**src/rtl/csi2_cfg_pkg.sv**
```systemverilog
/*
 * Shared constants and carrier types for the CSI-2 output configuration bank.
 * Assumes a 32-bit Avalon-MM slave with byte addressing; each 8-bit register
 * sits in the low lane of one aligned word at four times its index.
 */
package csi2_cfg_pkg;

    // ------------------------------------------------------------
    // Bus geometry
    // ------------------------------------------------------------
    localparam int ADDR_W = 8;
    localparam int DATA_W = 32;
    localparam int IDX_W = 6;

    // ------------------------------------------------------------
    // Register indices (byte address is four times the index)
    // ------------------------------------------------------------
    localparam logic [IDX_W-1:0] IDX_PORT0 = 6'h13;
    localparam logic [IDX_W-1:0] IDX_PORT1 = 6'h14;
    localparam logic [IDX_W-1:0] IDX_ROUTE = 6'h16;
    localparam logic [IDX_W-1:0] IDX_VC = 6'h2E;
    localparam logic [IDX_W-1:0] IDX_IRQ_STAT = 6'h30;
    localparam logic [IDX_W-1:0] IDX_IRQ_MASK = 6'h31;

    // ------------------------------------------------------------
    // Reset values
    // ------------------------------------------------------------
    localparam logic [7:0] RST_PORT0 = 8'h3F;
    localparam logic [7:0] RST_PORT1 = 8'h00;
    localparam logic [7:0] RST_ROUTE = 8'h02;
    localparam logic [7:0] RST_VC = 8'h00;
    localparam logic [DATA_W-1:0] UNMAPPED_RDATA = 32'h0000_0000;

    // ------------------------------------------------------------
    // Field positions and codes
    // ------------------------------------------------------------
    localparam int EN_W = 6;
    localparam logic [EN_W-1:0] EN_ALL = 6'h3F;
    localparam logic [EN_W-1:0] EN_NONE = 6'h00;
    localparam int ROUTE_GP3_BIT = 2;
    localparam int ROUTE_GP0_BIT = 1;
    localparam int STATUS_BIT = 0;
    localparam int VC_LSB = 6;
    localparam int VC_W = 2;
    localparam int IRQ_W = 2;
    localparam int IRQ_RISE_BIT = 0;
    localparam int IRQ_FALL_BIT = 1;

    // ------------------------------------------------------------
    // Carrier types
    // ------------------------------------------------------------
    typedef struct packed {
        logic read;
        logic write;
        logic [ADDR_W-1:0] address;
        logic [3:0] byteenable;
        logic [DATA_W-1:0] writedata;
    } avmm_req_t;

    typedef struct packed {
        logic [DATA_W-1:0] readdata;
        logic waitrequest;
    } avmm_rsp_t;

    typedef enum logic [0:0] {
        HS_WAIT = 1'b0,
        HS_ACK = 1'b1
    } hs_state_t;

    // Byte address of a register index
    function automatic logic [ADDR_W-1:0] byteAddr(input logic [IDX_W-1:0] idx);
        byteAddr = {idx, 2'b00};
    endfunction

endpackage

```
**src/rtl/avmm_handshake.sv**
```systemverilog
/*
 * Avalon-MM waitrequest handshake: every access waits exactly one cycle.
 * Assumes the master holds its request until it sees waitrequest low.
 */
module avmm_handshake
    import csi2_cfg_pkg::*;
(
    input wire logic clk_sys,
    input wire logic rst_n,
    input wire logic clkEn,
    input wire avmm_req_t req,
    input wire logic [DATA_W-1:0] rdataIn,
    output avmm_rsp_t rsp,
    output logic accept
);

    hs_state_t state_q, state_d;
    avmm_rsp_t rsp_q, rsp_d;

    // ------------------------------------------------------------
    // Next state: wait one cycle, then release waitrequest
    // ------------------------------------------------------------
    always_comb begin
        state_d = state_q;
        rsp_d = rsp_q;
        case (state_q)
            HS_WAIT: begin
                if (req.read || req.write) begin
                    state_d = HS_ACK;
                    rsp_d.waitrequest = 1'b0;
                    rsp_d.readdata = req.read ? rdataIn : rsp_q.readdata;
                end
            end
            HS_ACK: begin
                state_d = HS_WAIT;
                rsp_d.waitrequest = 1'b1;
            end
            default: begin
                state_d = HS_WAIT;
                rsp_d.waitrequest = 1'b1;
            end
        endcase
    end

    // Registers, frozen while the clock enable is low
    always_ff @(posedge clk_sys or negedge rst_n) begin
        if (!rst_n) begin
            state_q <= HS_WAIT;
            rsp_q <= '{readdata: 32'h0000_0000, waitrequest: 1'b1};
        end else if (clkEn) begin
            state_q <= state_d;
            rsp_q <= rsp_d;
        end
    end

    assign rsp = rsp_q;
    assign accept = clkEn && (state_q == HS_ACK) && (req.read || req.write); // Completing edge
endmodule // avmm_handshake

```
**src/rtl/irq_sticky.sv**
```systemverilog
/*
 * Sticky event status with write-one-to-clear, a mask of the same layout and
 * one level interrupt. Assumes write strobes are single-cycle accepts.
 */
module irq_sticky
    import csi2_cfg_pkg::*;
#(
    parameter int W = IRQ_W
)
(
    input wire logic clk_sys,
    input wire logic rst_n,
    input wire logic clkEn,
    input wire logic [W-1:0] events,
    input wire logic clrWe,
    input wire logic maskWe,
    input wire logic [W-1:0] wdata,
    output logic [W-1:0] status,
    output logic [W-1:0] mask,
    output logic irq
);

    logic [W-1:0] status_q, status_d, mask_q, mask_d;
    logic irq_q, irq_d;

    // Set wins over a clear landing in the same cycle
    always_comb begin
        status_d = (status_q & ~(clrWe ? wdata : '0)) | events;
        mask_d = maskWe ? wdata : mask_q;
        irq_d = |(status_d & mask_d);
    end

    always_ff @(posedge clk_sys or negedge rst_n) begin
        if (!rst_n) begin
            status_q <= '0;
            mask_q <= '0;
            irq_q <= 1'b0;
        end else if (clkEn) begin
            status_q <= status_d;
            mask_q <= mask_d;
            irq_q <= irq_d;
        end
    end

    assign status = status_q;
    assign mask = mask_q;
    assign irq = irq_q;
endmodule // irq_sticky

```
**src/rtl/csi2_output_config.sv**
```systemverilog
/*
 * CSI-2 output configuration bank: port enables, virtual channel select and
 * link-good routing to two general-purpose pins, with a link-good status bit
 * and interrupts on its edges. Assumes a synchronous link-good input and an
 * Avalon-MM master that waits on waitrequest.
 */

// Functional notes
// - Port zero has a six-bit enable field, reset all ones, where all zeros disables and all ones enables.
// - Port one has a six-bit enable field, reset zero, where all ones enables and all zeros disables.
// - Routing bit 2, reset low, drives the link-good level out on general-purpose pin 3 when high.
// - Routing bit 1, reset high, drives the link-good level out on general-purpose pin 0 when high.
// - Bit 0 of the routing register reads the captured link-good level and resets to zero.
// - Bits 7-6 of the channel register pick virtual channel zero to three for output packets, reset zero.
module csi2_output_config
    import csi2_cfg_pkg::*;
(
    input wire logic clk_sys,
    input wire logic rst_n,
    input wire logic clkEn,
    input wire avmm_req_t avmmReq,
    output avmm_rsp_t avmmRsp,
    input wire logic linkGood,
    output logic [EN_W-1:0] portZeroEnable,
    output logic [EN_W-1:0] portOneEnable,
    output logic [VC_W-1:0] virtualChannel,
    output logic gpioZeroOut,
    output logic gpioZeroOe,
    output logic gpioThreeOut,
    output logic gpioThreeOe,
    output logic irq
);

    // ------------------------------------------------------------
    // Declarations
    // ------------------------------------------------------------
    logic accept;
    logic acceptWr;
    logic lane0;
    logic [DATA_W-1:0] rdata;
    logic wrPort0, wrPort1, wrRoute, wrVc, wrIrqClr, wrIrqMask;
    logic [7:0] port0_q, port0_d;
    logic [7:0] port1_q, port1_d;
    logic [7:1] route_q, route_d;
    logic [7:0] vc_q, vc_d;
    logic linkGood_q, linkGood_d;
    logic gp0Out_q, gp0Out_d, gp0Oe_q, gp0Oe_d;
    logic gp3Out_q, gp3Out_d, gp3Oe_q, gp3Oe_d;
    logic [IRQ_W-1:0] events;
    logic [IRQ_W-1:0] irqStatus, irqMask;

    // ------------------------------------------------------------
    // Bus handshake
    // ------------------------------------------------------------
    avmm_handshake u_hs (
        .clk_sys(clk_sys),
        .rst_n(rst_n),
        .clkEn(clkEn),
        .req(avmmReq),
        .rdataIn(rdata),
        .rsp(avmmRsp),
        .accept(accept)
    );

    // Write decode; unmapped offsets are left untouched
    assign acceptWr = accept && avmmReq.write;
    assign lane0 = avmmReq.byteenable[0];
    assign wrPort0 = acceptWr && lane0 && (avmmReq.address == byteAddr(IDX_PORT0));
    assign wrPort1 = acceptWr && lane0 && (avmmReq.address == byteAddr(IDX_PORT1));
    assign wrRoute = acceptWr && lane0 && (avmmReq.address == byteAddr(IDX_ROUTE));
    assign wrVc = acceptWr && lane0 && (avmmReq.address == byteAddr(IDX_VC));
    assign wrIrqClr = acceptWr && lane0 && (avmmReq.address == byteAddr(IDX_IRQ_STAT));
    assign wrIrqMask = acceptWr && lane0 && (avmmReq.address == byteAddr(IDX_IRQ_MASK));

    // ------------------------------------------------------------
    // Configuration registers
    // ------------------------------------------------------------

    // Next values of the four configuration registers
    always_comb begin
        port0_d = port0_q;
        port1_d = port1_q;
        route_d = route_q;
        vc_d = vc_q;
        if (wrPort0) begin
            port0_d = avmmReq.writedata[7:0];
        end
        if (wrPort1) begin
            port1_d = avmmReq.writedata[7:0];
        end
        if (wrRoute) begin
            route_d = avmmReq.writedata[7:1];
        end
        if (wrVc) begin
            vc_d = avmmReq.writedata[7:0];
        end
    end

    // Configuration registers, frozen while the clock enable is low
    always_ff @(posedge clk_sys or negedge rst_n) begin
        if (!rst_n) begin
            port0_q <= RST_PORT0;
            port1_q <= RST_PORT1;
            route_q <= RST_ROUTE[7:1];
            vc_q <= RST_VC;
        end else if (clkEn) begin
            port0_q <= port0_d;
            port1_q <= port1_d;
            route_q <= route_d;
            vc_q <= vc_d;
        end
    end

    // Output fields come straight from the stored registers
    assign portZeroEnable = port0_q[EN_W-1:0];
    assign portOneEnable = port1_q[EN_W-1:0];
    assign virtualChannel = vc_q[VC_LSB+VC_W-1:VC_LSB];

    // ------------------------------------------------------------
    // Link-good capture and pin routing
    // ------------------------------------------------------------

    // Pins follow the routing bits and the captured link-good level
    always_comb begin
        linkGood_d = linkGood;
        gp0Oe_d = route_q[ROUTE_GP0_BIT];
        gp0Out_d = route_q[ROUTE_GP0_BIT] && linkGood_q;
        gp3Oe_d = route_q[ROUTE_GP3_BIT];
        gp3Out_d = route_q[ROUTE_GP3_BIT] && linkGood_q;
    end

    // Link capture and pin flops
    always_ff @(posedge clk_sys or negedge rst_n) begin
        if (!rst_n) begin
            linkGood_q <= 1'b0;
            gp0Oe_q <= 1'b0;
            gp0Out_q <= 1'b0;
            gp3Oe_q <= 1'b0;
            gp3Out_q <= 1'b0;
        end else if (clkEn) begin
            linkGood_q <= linkGood_d;
            gp0Oe_q <= gp0Oe_d;
            gp0Out_q <= gp0Out_d;
            gp3Oe_q <= gp3Oe_d;
            gp3Out_q <= gp3Out_d;
        end
    end

    // Pin drivers come straight from flops
    assign gpioZeroOut = gp0Out_q;
    assign gpioZeroOe = gp0Oe_q;
    assign gpioThreeOut = gp3Out_q;
    assign gpioThreeOe = gp3Oe_q;

    // ------------------------------------------------------------
    // Interrupts on link-good edges
    // ------------------------------------------------------------
    // Edge detector; the capture flop resets low like the idle input
    assign events[IRQ_RISE_BIT] = linkGood && !linkGood_q;
    assign events[IRQ_FALL_BIT] = !linkGood && linkGood_q;

    // Sticky status, mask and level interrupt
    irq_sticky #(
        .W(IRQ_W)
    ) u_irq (
        .clk_sys(clk_sys),
        .rst_n(rst_n),
        .clkEn(clkEn),
        .events(events),
        .clrWe(wrIrqClr),
        .maskWe(wrIrqMask),
        .wdata(avmmReq.writedata[IRQ_W-1:0]),
        .status(irqStatus),
        .mask(irqMask),
        .irq(irq)
    );

    // ------------------------------------------------------------
    // Read multiplexer
    // ------------------------------------------------------------

    // Narrow registers sit in the low lane; unmapped words read as zero
    always_comb begin
        rdata = UNMAPPED_RDATA;
        if (avmmReq.address == byteAddr(IDX_PORT0)) begin
            rdata[7:0] = port0_q;
        end else if (avmmReq.address == byteAddr(IDX_PORT1)) begin
            rdata[7:0] = port1_q;
        end else if (avmmReq.address == byteAddr(IDX_ROUTE)) begin
            rdata[7:0] = {route_q, linkGood_q};
        end else if (avmmReq.address == byteAddr(IDX_VC)) begin
            rdata[7:0] = vc_q;
        end else if (avmmReq.address == byteAddr(IDX_IRQ_STAT)) begin
            rdata[IRQ_W-1:0] = irqStatus;
        end else if (avmmReq.address == byteAddr(IDX_IRQ_MASK)) begin
            rdata[IRQ_W-1:0] = irqMask;
        end
    end
endmodule // csi2_output_config

```
**config.mk**
```make
export PLATFORM = sky130hd
export DESIGN_NAME = csi2_output_config
export DESIGN_NICKNAME = d
export VERILOG_FILES = /design/src/rtl/csi2_cfg_pkg.sv /design/src/rtl/avmm_handshake.sv /design/src/rtl/irq_sticky.sv /design/src/rtl/csi2_output_config.sv
export SDC_FILE = /design/constraint.sdc
export NUM_CORES = 1
export LEC_CHECK = 0
export ABC_AREA = 1
export BUFFER_PORTS_ARGS = -buffer_cell sky130_fd_sc_hd__buf_2
export CORE_ASPECT_RATIO = 1.75
export CORE_MARGIN = 2
export CORE_UTILIZATION = 40
export CTS_CLUSTER_DIAMETER = 50
export DETAILED_ROUTE_END_ITERATION = 10
export GPL_ROUTABILITY_DRIVEN = 0
export SLEW_MARGIN = 15
export SYNTH_ARGS = -nofsm -noshare
export SYNTH_HDL_FRONTEND = slang
export SYNTH_HIERARCHICAL = 1
export SYNTH_SLANG_ARGS = --single-unit
```
**constraint.sdc**
```tcl
create_clock -name clk_sys -period 2.65 [get_ports clk_sys]
set_input_delay 0 -clock clk_sys [delete_from_list [all_inputs] [get_ports clk_sys]]
set_output_delay 0 -clock clk_sys [all_outputs]
set_load 0.02 [all_outputs]
```
## Word-level counts from Yosys, hierarchy flattened

Cells that the tools add are included.

| storage, ports and cells | value |
|---|---|
| memories | 0 |
| bits in writable memories | 0 |
| input port bits | 50 |
| output and inout bits | 52 |
| register bits after elaboration | 51 |
| word-level logic and storage cells | 64 |
| bits in read-only memories | 0 |
| latch bits | 0 |

| cells by class | value |
|---|---|
| add/sub/neg operators | 0 |
| divide/modulo/power cells | 0 |
| reduce and logical (&&, ||, !) cells | 24 |
| shifts and indexed selects | 0 |
| multiplexer cells | 13 |
| bitwise logic cells | 5 |
| eq/ne operators | 7 |
| multipliers | 0 |
| order comparisons | 0 |

Operator list:

| kind | count |
|---|---|
| $eq A8 B7 Y1 const B | 3 |
| $eq A8 B8 Y1 const B | 3 |
| $mux W8 | 3 |
| $logic_and A1 B1 Y1 | 14 |
| $mux W2 | 5 |
| $reduce_and A2 Y1 | 5 |
| $mux W6 | 1 |
| $and A2 B2 Y2 | 2 |
| $pmux W1 S2 | 2 |
| $reduce_and A4 Y1 | 1 |
| $logic_not A1 Y1 | 2 |
| $mux W1 | 2 |
| $ne A2 B1 Y1 const B | 1 |
| $not A2 Y2 | 1 |
| $or A2 B2 Y2 | 1 |
| $reduce_or A2 Y1 | 1 |
| $logic_or A1 B1 Y1 | 1 |
| $not A1 Y1 | 1 |

## Depth between registers and ports, before layout

| depth | value |
|---|---|
| depth in word-level cells | 11 |
| gate-level depth with buffers | 10 |
| mapped depth without buffers | 10 |

## Modules after synthesis

Netlist, hierarchy kept.

Modules (own cells, without submodules):

| module | area an instance (um^2) | cells each | times used |
|---|---|---|---|
| csi2_output_config | 2004.4 | 244 | 1 |
| avmm_handshake | 1453.9 | 157 | 1 |
| irq_sticky | 267.8 | 32 | 1 |

## Least setup slack after synthesis

Ideal clock, no wire load.

| timing path | value |
|---|---|
| path kind | register to register |
| from | register u_hs.state_q |
| to | register u_irq.irq_q (netlist: u_irq/irq) |
| cell stages (with the launch flop) | 11 |
| slack | 1.037 ns |
| data arrival time | 1.494 ns |
| library setup time | 0.120 ns |
| data required time | 2.530 ns |
| cells stage by stage | dfrtp_1 > inv_2 > buf_2 > nor2_1 > nand3_1 > nor4_1 > nand2_1 > nand2_1 > nand2_1 > nand2_1 > a21oi_2 |

| between the ends | value |
|---|---|
| word-level cells in the longest chain between the ends | 11 |
| elaborated cells on any way between the ends | 13 |
| classes of those cells | 2 x mux; 4 x bitwise; 7 x reduce/logical |

RTL lines:

| what | line | RTL |
|---|---|---|
| start: declaration | avmm_handshake.sv:17 | `hs_state_t state_q, state_d;` |
| start signal: assignment | avmm_handshake.sv:51 | `state_q <= state_d;` |
| $logic_and A1 B1 Y1 (2 in series) | avmm_handshake.sv:57 | `assign accept = clkEn && (state_q == HS_ACK) && (req.read \|\| req.write);` |
| named net accept | csi2_output_config.sv:37 | `logic accept;` |
| $logic_and A1 B1 Y1 | csi2_output_config.sv:66 | `assign acceptWr = accept && avmmReq.write;` |
| $logic_and A1 B1 Y1 (2 in series) | csi2_output_config.sv:72 | `assign wrIrqClr = acceptWr && lane0 && (avmmReq.address == byteAddr(IDX_IRQ_STAT));` |
| named net wrIrqClr | csi2_output_config.sv:41 | `logic wrPort0, wrPort1, wrRoute, wrVc, wrIrqClr, wrIrqMask;` |
| $mux W2 | irq_sticky.sv:28 | `status_d = (status_q & ~(clrWe ? wdata : '0)) \| events;` |
| $not A2 Y2 | irq_sticky.sv:28 |  |
| $and A2 B2 Y2 | irq_sticky.sv:28 |  |
| $or A2 B2 Y2 | irq_sticky.sv:28 |  |
| $and A2 B2 Y2 | irq_sticky.sv:30 | `irq_d = \|(status_d & mask_d);` |
| $reduce_or A2 Y1 | irq_sticky.sv:30 |  |
| end signal: assignment | irq_sticky.sv:41 | `irq_q <= irq_d;` |
| end: declaration | irq_sticky.sv:24 | `logic irq_q, irq_d;` |

The timed path passes the listed nets, and every way through them passes these cells.
A chain may end at the register's enable or synchronous reset.

## Final worst setup path

| timing path | value |
|---|---|
| from | input port avmmReq[45] (netlist name) |
| to | register u_irq.irq_q (netlist: u_irq/irq) |

| between the ends | value |
|---|---|
| word-level cells in the longest chain between the ends | 11 |
| elaborated cells on any way between the ends | 13 |
| classes of those cells | 2 x mux; 4 x bitwise; 7 x reduce/logical |

RTL lines:

| what | line | RTL |
|---|---|---|
| start: declaration | csi2_output_config.sv:21 | `input wire avmm_req_t avmmReq,` |
| $logic_or A1 B1 Y1 | avmm_handshake.sv:57 |  |
| $logic_and A1 B1 Y1 | avmm_handshake.sv:57 |  |
| named net accept | csi2_output_config.sv:37 |  |
| $logic_and A1 B1 Y1 | csi2_output_config.sv:66 |  |
| $logic_and A1 B1 Y1 (2 in series) | csi2_output_config.sv:72 |  |
| named net wrIrqClr | csi2_output_config.sv:41 |  |
| $mux W2 | irq_sticky.sv:28 |  |
| $not A2 Y2 | irq_sticky.sv:28 |  |
| $and A2 B2 Y2 | irq_sticky.sv:28 |  |
| $or A2 B2 Y2 | irq_sticky.sv:28 |  |
| $and A2 B2 Y2 | irq_sticky.sv:30 |  |
| $reduce_or A2 Y1 | irq_sticky.sv:30 |  |

The timed path passes the listed nets, and every way through them passes these cells.

==> flow_metrics.py <==
metrics = {
    "status": {
        "run_status": "finished clean",
    },
    "worst_setup_path": {
        "path_cells": "dlygate4sd3_1 > buf_2 > o21ai_0 > nor2_1 > nand3_1 > nor4_1 > nand2_1 > nand2_1 > nand2_1 > nand2_1 > a21oi_2",
        "path_delay_family": "simple AND/OR/NAND/NOR gates",
        "crit_top_cell": "nand2_1",
        "path_class": "input port to register",
        "worst_setup_path_start_kind": "input port",
        "crit_path_max_fanout": 2,
        "max_stage_delay_ns": 0.52,
        "cp-end-kind": "register",
        "slowest_stage": "dlygate4sd3_1",
        "crit_buf_inv": 2,
        "arrival_ns": 1.89,
        "cp.required_ns": 2.87,
    },
    "grt": {
        "antenna_found_initial": 0,
        "grt_max_degree": 76,
        "grt_pass1_wl_um": 14200,
        "grt_pass1_vias": 2913,
        "grt_overflow_total": 0,
        "grt_use_total_pct": 17.7,
    },
    "synth": {
        "synth-simple-area-share_pct": 31.7,
        "synth_compound_area_share_pct": 7.42,
        "ys_warn_count": 6,
        "yosysTopAreaCellShare_pct": 45.0,
        "synthDistinctLibCells": 30,
        "yosys.area.top_type": "dfrtp_1",
        "synth.avg_cell_area_um2": 8.61,
        "syn_area_um2": 3730,
        "ys_ff_latch": 75,
        "synthXorXnorAreaFrac_pct": 0,
        "synthMuxAreaShare_pct": 0,
        "yosys.area_share.adder_pct": 0,
        "synth_top_family_by_area": "simple AND/OR/NAND/NOR gates",
        "syn_inst": 433,
        "ys_seq_area_share_pct": 50.6,
        "synth.area.top_cells": "dfrtp_1, nand2_1, nand4_1",
    },
    "sta": {
        "min_period_ns": 1.66,
        "period_share_pct": 62.8,
        "grt_setup_unrepaired": "false",
        "tightest_slew_ns": 0.944,
        "slew_headroom_pct": 37.0,
        "fin_ws_ns": 0.985,
        "hold_viol_final": 0,
        "finalClockSkew_ns": 0.00507,
        "drv_slew": 0,
        "setup_tns_ns": 0,
        "max_freq_mhz": 601,
        "finalSetupViolations": 0,
        "hold-worst-slack_ns": 0.0126,
    },
    "cells_and_area": {
        "syn_to_final_growth_pct": 20.8,
        "num-nets-final": 573,
        "final_util_pct": 49.8,
        "n_antenna_cell": 0,
        "final_cell_area_um2": 4500,
        "final_layout_size_suffix_gt1_share_pct": 26.7,
    },
    "floorplanning": {
        "rows": 46,
        "die_w_um": 77.0,
        "fp.coreArea_um2": 9040,
        "initial_core_util_pct": 41.2,
        "die-area_um2": 10100,
        "pin_count": 102,
        "die_h_um": 132,
    },
    "clock_tree": {
        "post_cts_resized": 0,
        "numCtsBuffers": 9,
        "clock_path_buffers": 2,
        "clk_latency_ns": 0.33,
        "clkTransAtPathRegs_ns": 0.06,
        "h-tree-depth": 3,
        "numClockSinks": 75,
        "cts_tree": "built",
        "root_buffer": "clkbuf_16",
    },
    "pwr": {
        "clockPowerShare_pct": 39.2,
        "p_int_w": 0.00207,
        "p_leak_nw": 2.38,
        "p_per_area_nw_per_um2": 641,
        "switching_share_pct": 28.1,
        "power_switching_w": 0.000812,
        "ir_drop_uv": 367,
        "share_comb_of_total_power_pct": 16.0,
        "pwr-share-seq_pct": 44.8,
    },
    "detailed_routing": {
        "num_vias": 3014,
        "avgViaCountPerCell": 4.65,
        "drt_wl_total_um": 8420,
        "dr.pass1.iters": 4,
        "drtIter0Drc": 168,
        "wire_per_inst_um": 13.0,
        "ant_nets": 0,
        "drc": 0,
    },
    "flow_run": {
        "cap_violations": 0,
    },
    "place": {
        "placed_area_um2": 4110,
        "dpl.hpwl_um": 5750,
        "port_buffers": 74,
        "dp_slack_ns": 1.02,
    },
    "min_path": {
        "hold_class": "input port to register",
    },
}
-- worst reg2reg max path, delay by kind of cell (launching register included) --
family	cells	cell delay (ns)
compound gates	1	0.06
buf+inv	1	0.04
flops	1	0.36
simple gates	7	1.07
-- metal layers --
layer	GRT usage [%]	vias up	wire length [um]
li1	-	1556	-
met1	21.3	1382	3630
met2	30.5	65	4310
met3	3.85	11	352
met4	7.07	0	119
met5	0	-	0
-- synth_stat cells --
library cell  instances
buf_4                17
o21a_1                2
nand3_4               2
nor4_1                1
nor3_1                1
nand4_4               1
dfstp_2               8
o21ai_0              19
nand2_1             154
inv_4                 1
nor2_4                4
nand2_2               6
a31oi_1               2
nand3_2               1
nand3_1              15
dfrtp_1              67
o21ai_2              14
nor2_2                3
inv_1                26
a21oi_2               1
o21ai_1               2
buf_2                 9
o22ai_1               2
nand2_4               2
nor2_1               17
inv_2                 6
or2_2                 1
nand4_1              41
buf_6                 7
conb_1                1
-- state kept, by name (all words and copies together), names as in the netlist, 2 cells and up --
signal        flops
vc_q              8
u_hs/rsp         33
route_q           7
u_irq/mask        2
u_irq/status      2
port0_q           8
port1_q           8
-- cells by family (layout without fill, tap and decap cells) --
family | count (synthesis) | in the layout
and+or+nand+nor | 249 | 249
DFF | 75 | 75
buffers and inverters | 66 | 138
AOI/OAI and AO/OA | 42 | 42
other | 1 | 24
-- power by group through the flow --
stage | registers (W) | logic, W | clock network [W]
5_1_grt | 0.00131 | 0.000511 | 0.00122
2_1_floorplan | 0.00142 | 0.000184 | 0
4_1_cts | 0.00130 | 0.000467 | 0.00116
3_5_place_dp | 0.00132 | 0.000454 | 0
3_3_place_gp | 0.00131 | 0.000450 | 0
6_report | 0.00129 | 0.000461 | 0.00113
-- stage by stage --
stage               power [W]  std cells
global placement      0.00176        621
detailed placement    0.00177        621
floorplan             0.00161        456
CTS                   0.00292        648
finish                0.00289        648
global route          0.00303        648
-- worst paths after layout --
kind / cells past startpoint / endpoint / slack (ns) / from
max: 11 / u_irq/irq$_DFFE_PN0P_ / 0.99 / avmmReq[45]
min: 4 / u_hs/rsp[0]$_DFFE_PN1P_ / 0.01 / avmmReq[44]
max reg2reg: 9 / u_irq/irq$_DFFE_PN0P_ / 1.02 / u_hs/state_q$_DFFE_PN0P_
min reg2reg: 2 / u_hs/rsp[14]$_DFFE_PN0P_ / 0.46 / u_hs/rsp[14]$_DFFE_PN0P_
max in group asynchronous: 2 / port1_q[0]$_DFFE_PN0P_ / 1.66 / rst_n
min in group asynchronous: 2 / u_irq/mask[1]$_DFFE_PN0P_ / 0.37 / rst_n
-- final cells by class --
cell class	count	area (um^2)
timing repair buffer	89	513
clock buffer	14	264
clock inverter	2	12.5
multi-input combinational	315	1550
tap	120	150
fill	928	4540
sequential	75	1890
inverter	33	126
-- cell usage in the layout, fill, tap and decap left out --
cell type      instances
o21a_1                 2
nand2_4                2
clkbuf_8               2
nand4_1               41
o21ai_0               19
nand3_2                1
clkbuf_16              9
nand2_1              154
o22ai_1                2
nand4_4                1
clkbuf_1               3
nor4_1                 1
nor2_4                 4
dlygate4sd3_1         11
a21oi_2                1
clkinvlp_4             1
o21ai_2               14
nand3_1               15
inv_2                  6
buf_4                  5
o21ai_1                2
conb_1                24
nor2_1                17
nand3_4                2
nand2_2                6
inv_4                  1
nor2_2                 3
nor3_1                 1
dfrtp_1               67
inv_1                 26
or2_2                  1
clkinv_2               1
dfstp_2                8
a31oi_1                2
buf_2                 73
-- what timing repair did --
action,4_1_cts,5_1_grt
setup buffers,0,0
endpoints found under the setup margin,0,0
hold buffers,11,0
endpoints found under the hold margin,91,0
Note: power is estimated with default switching activity, not from simulation.
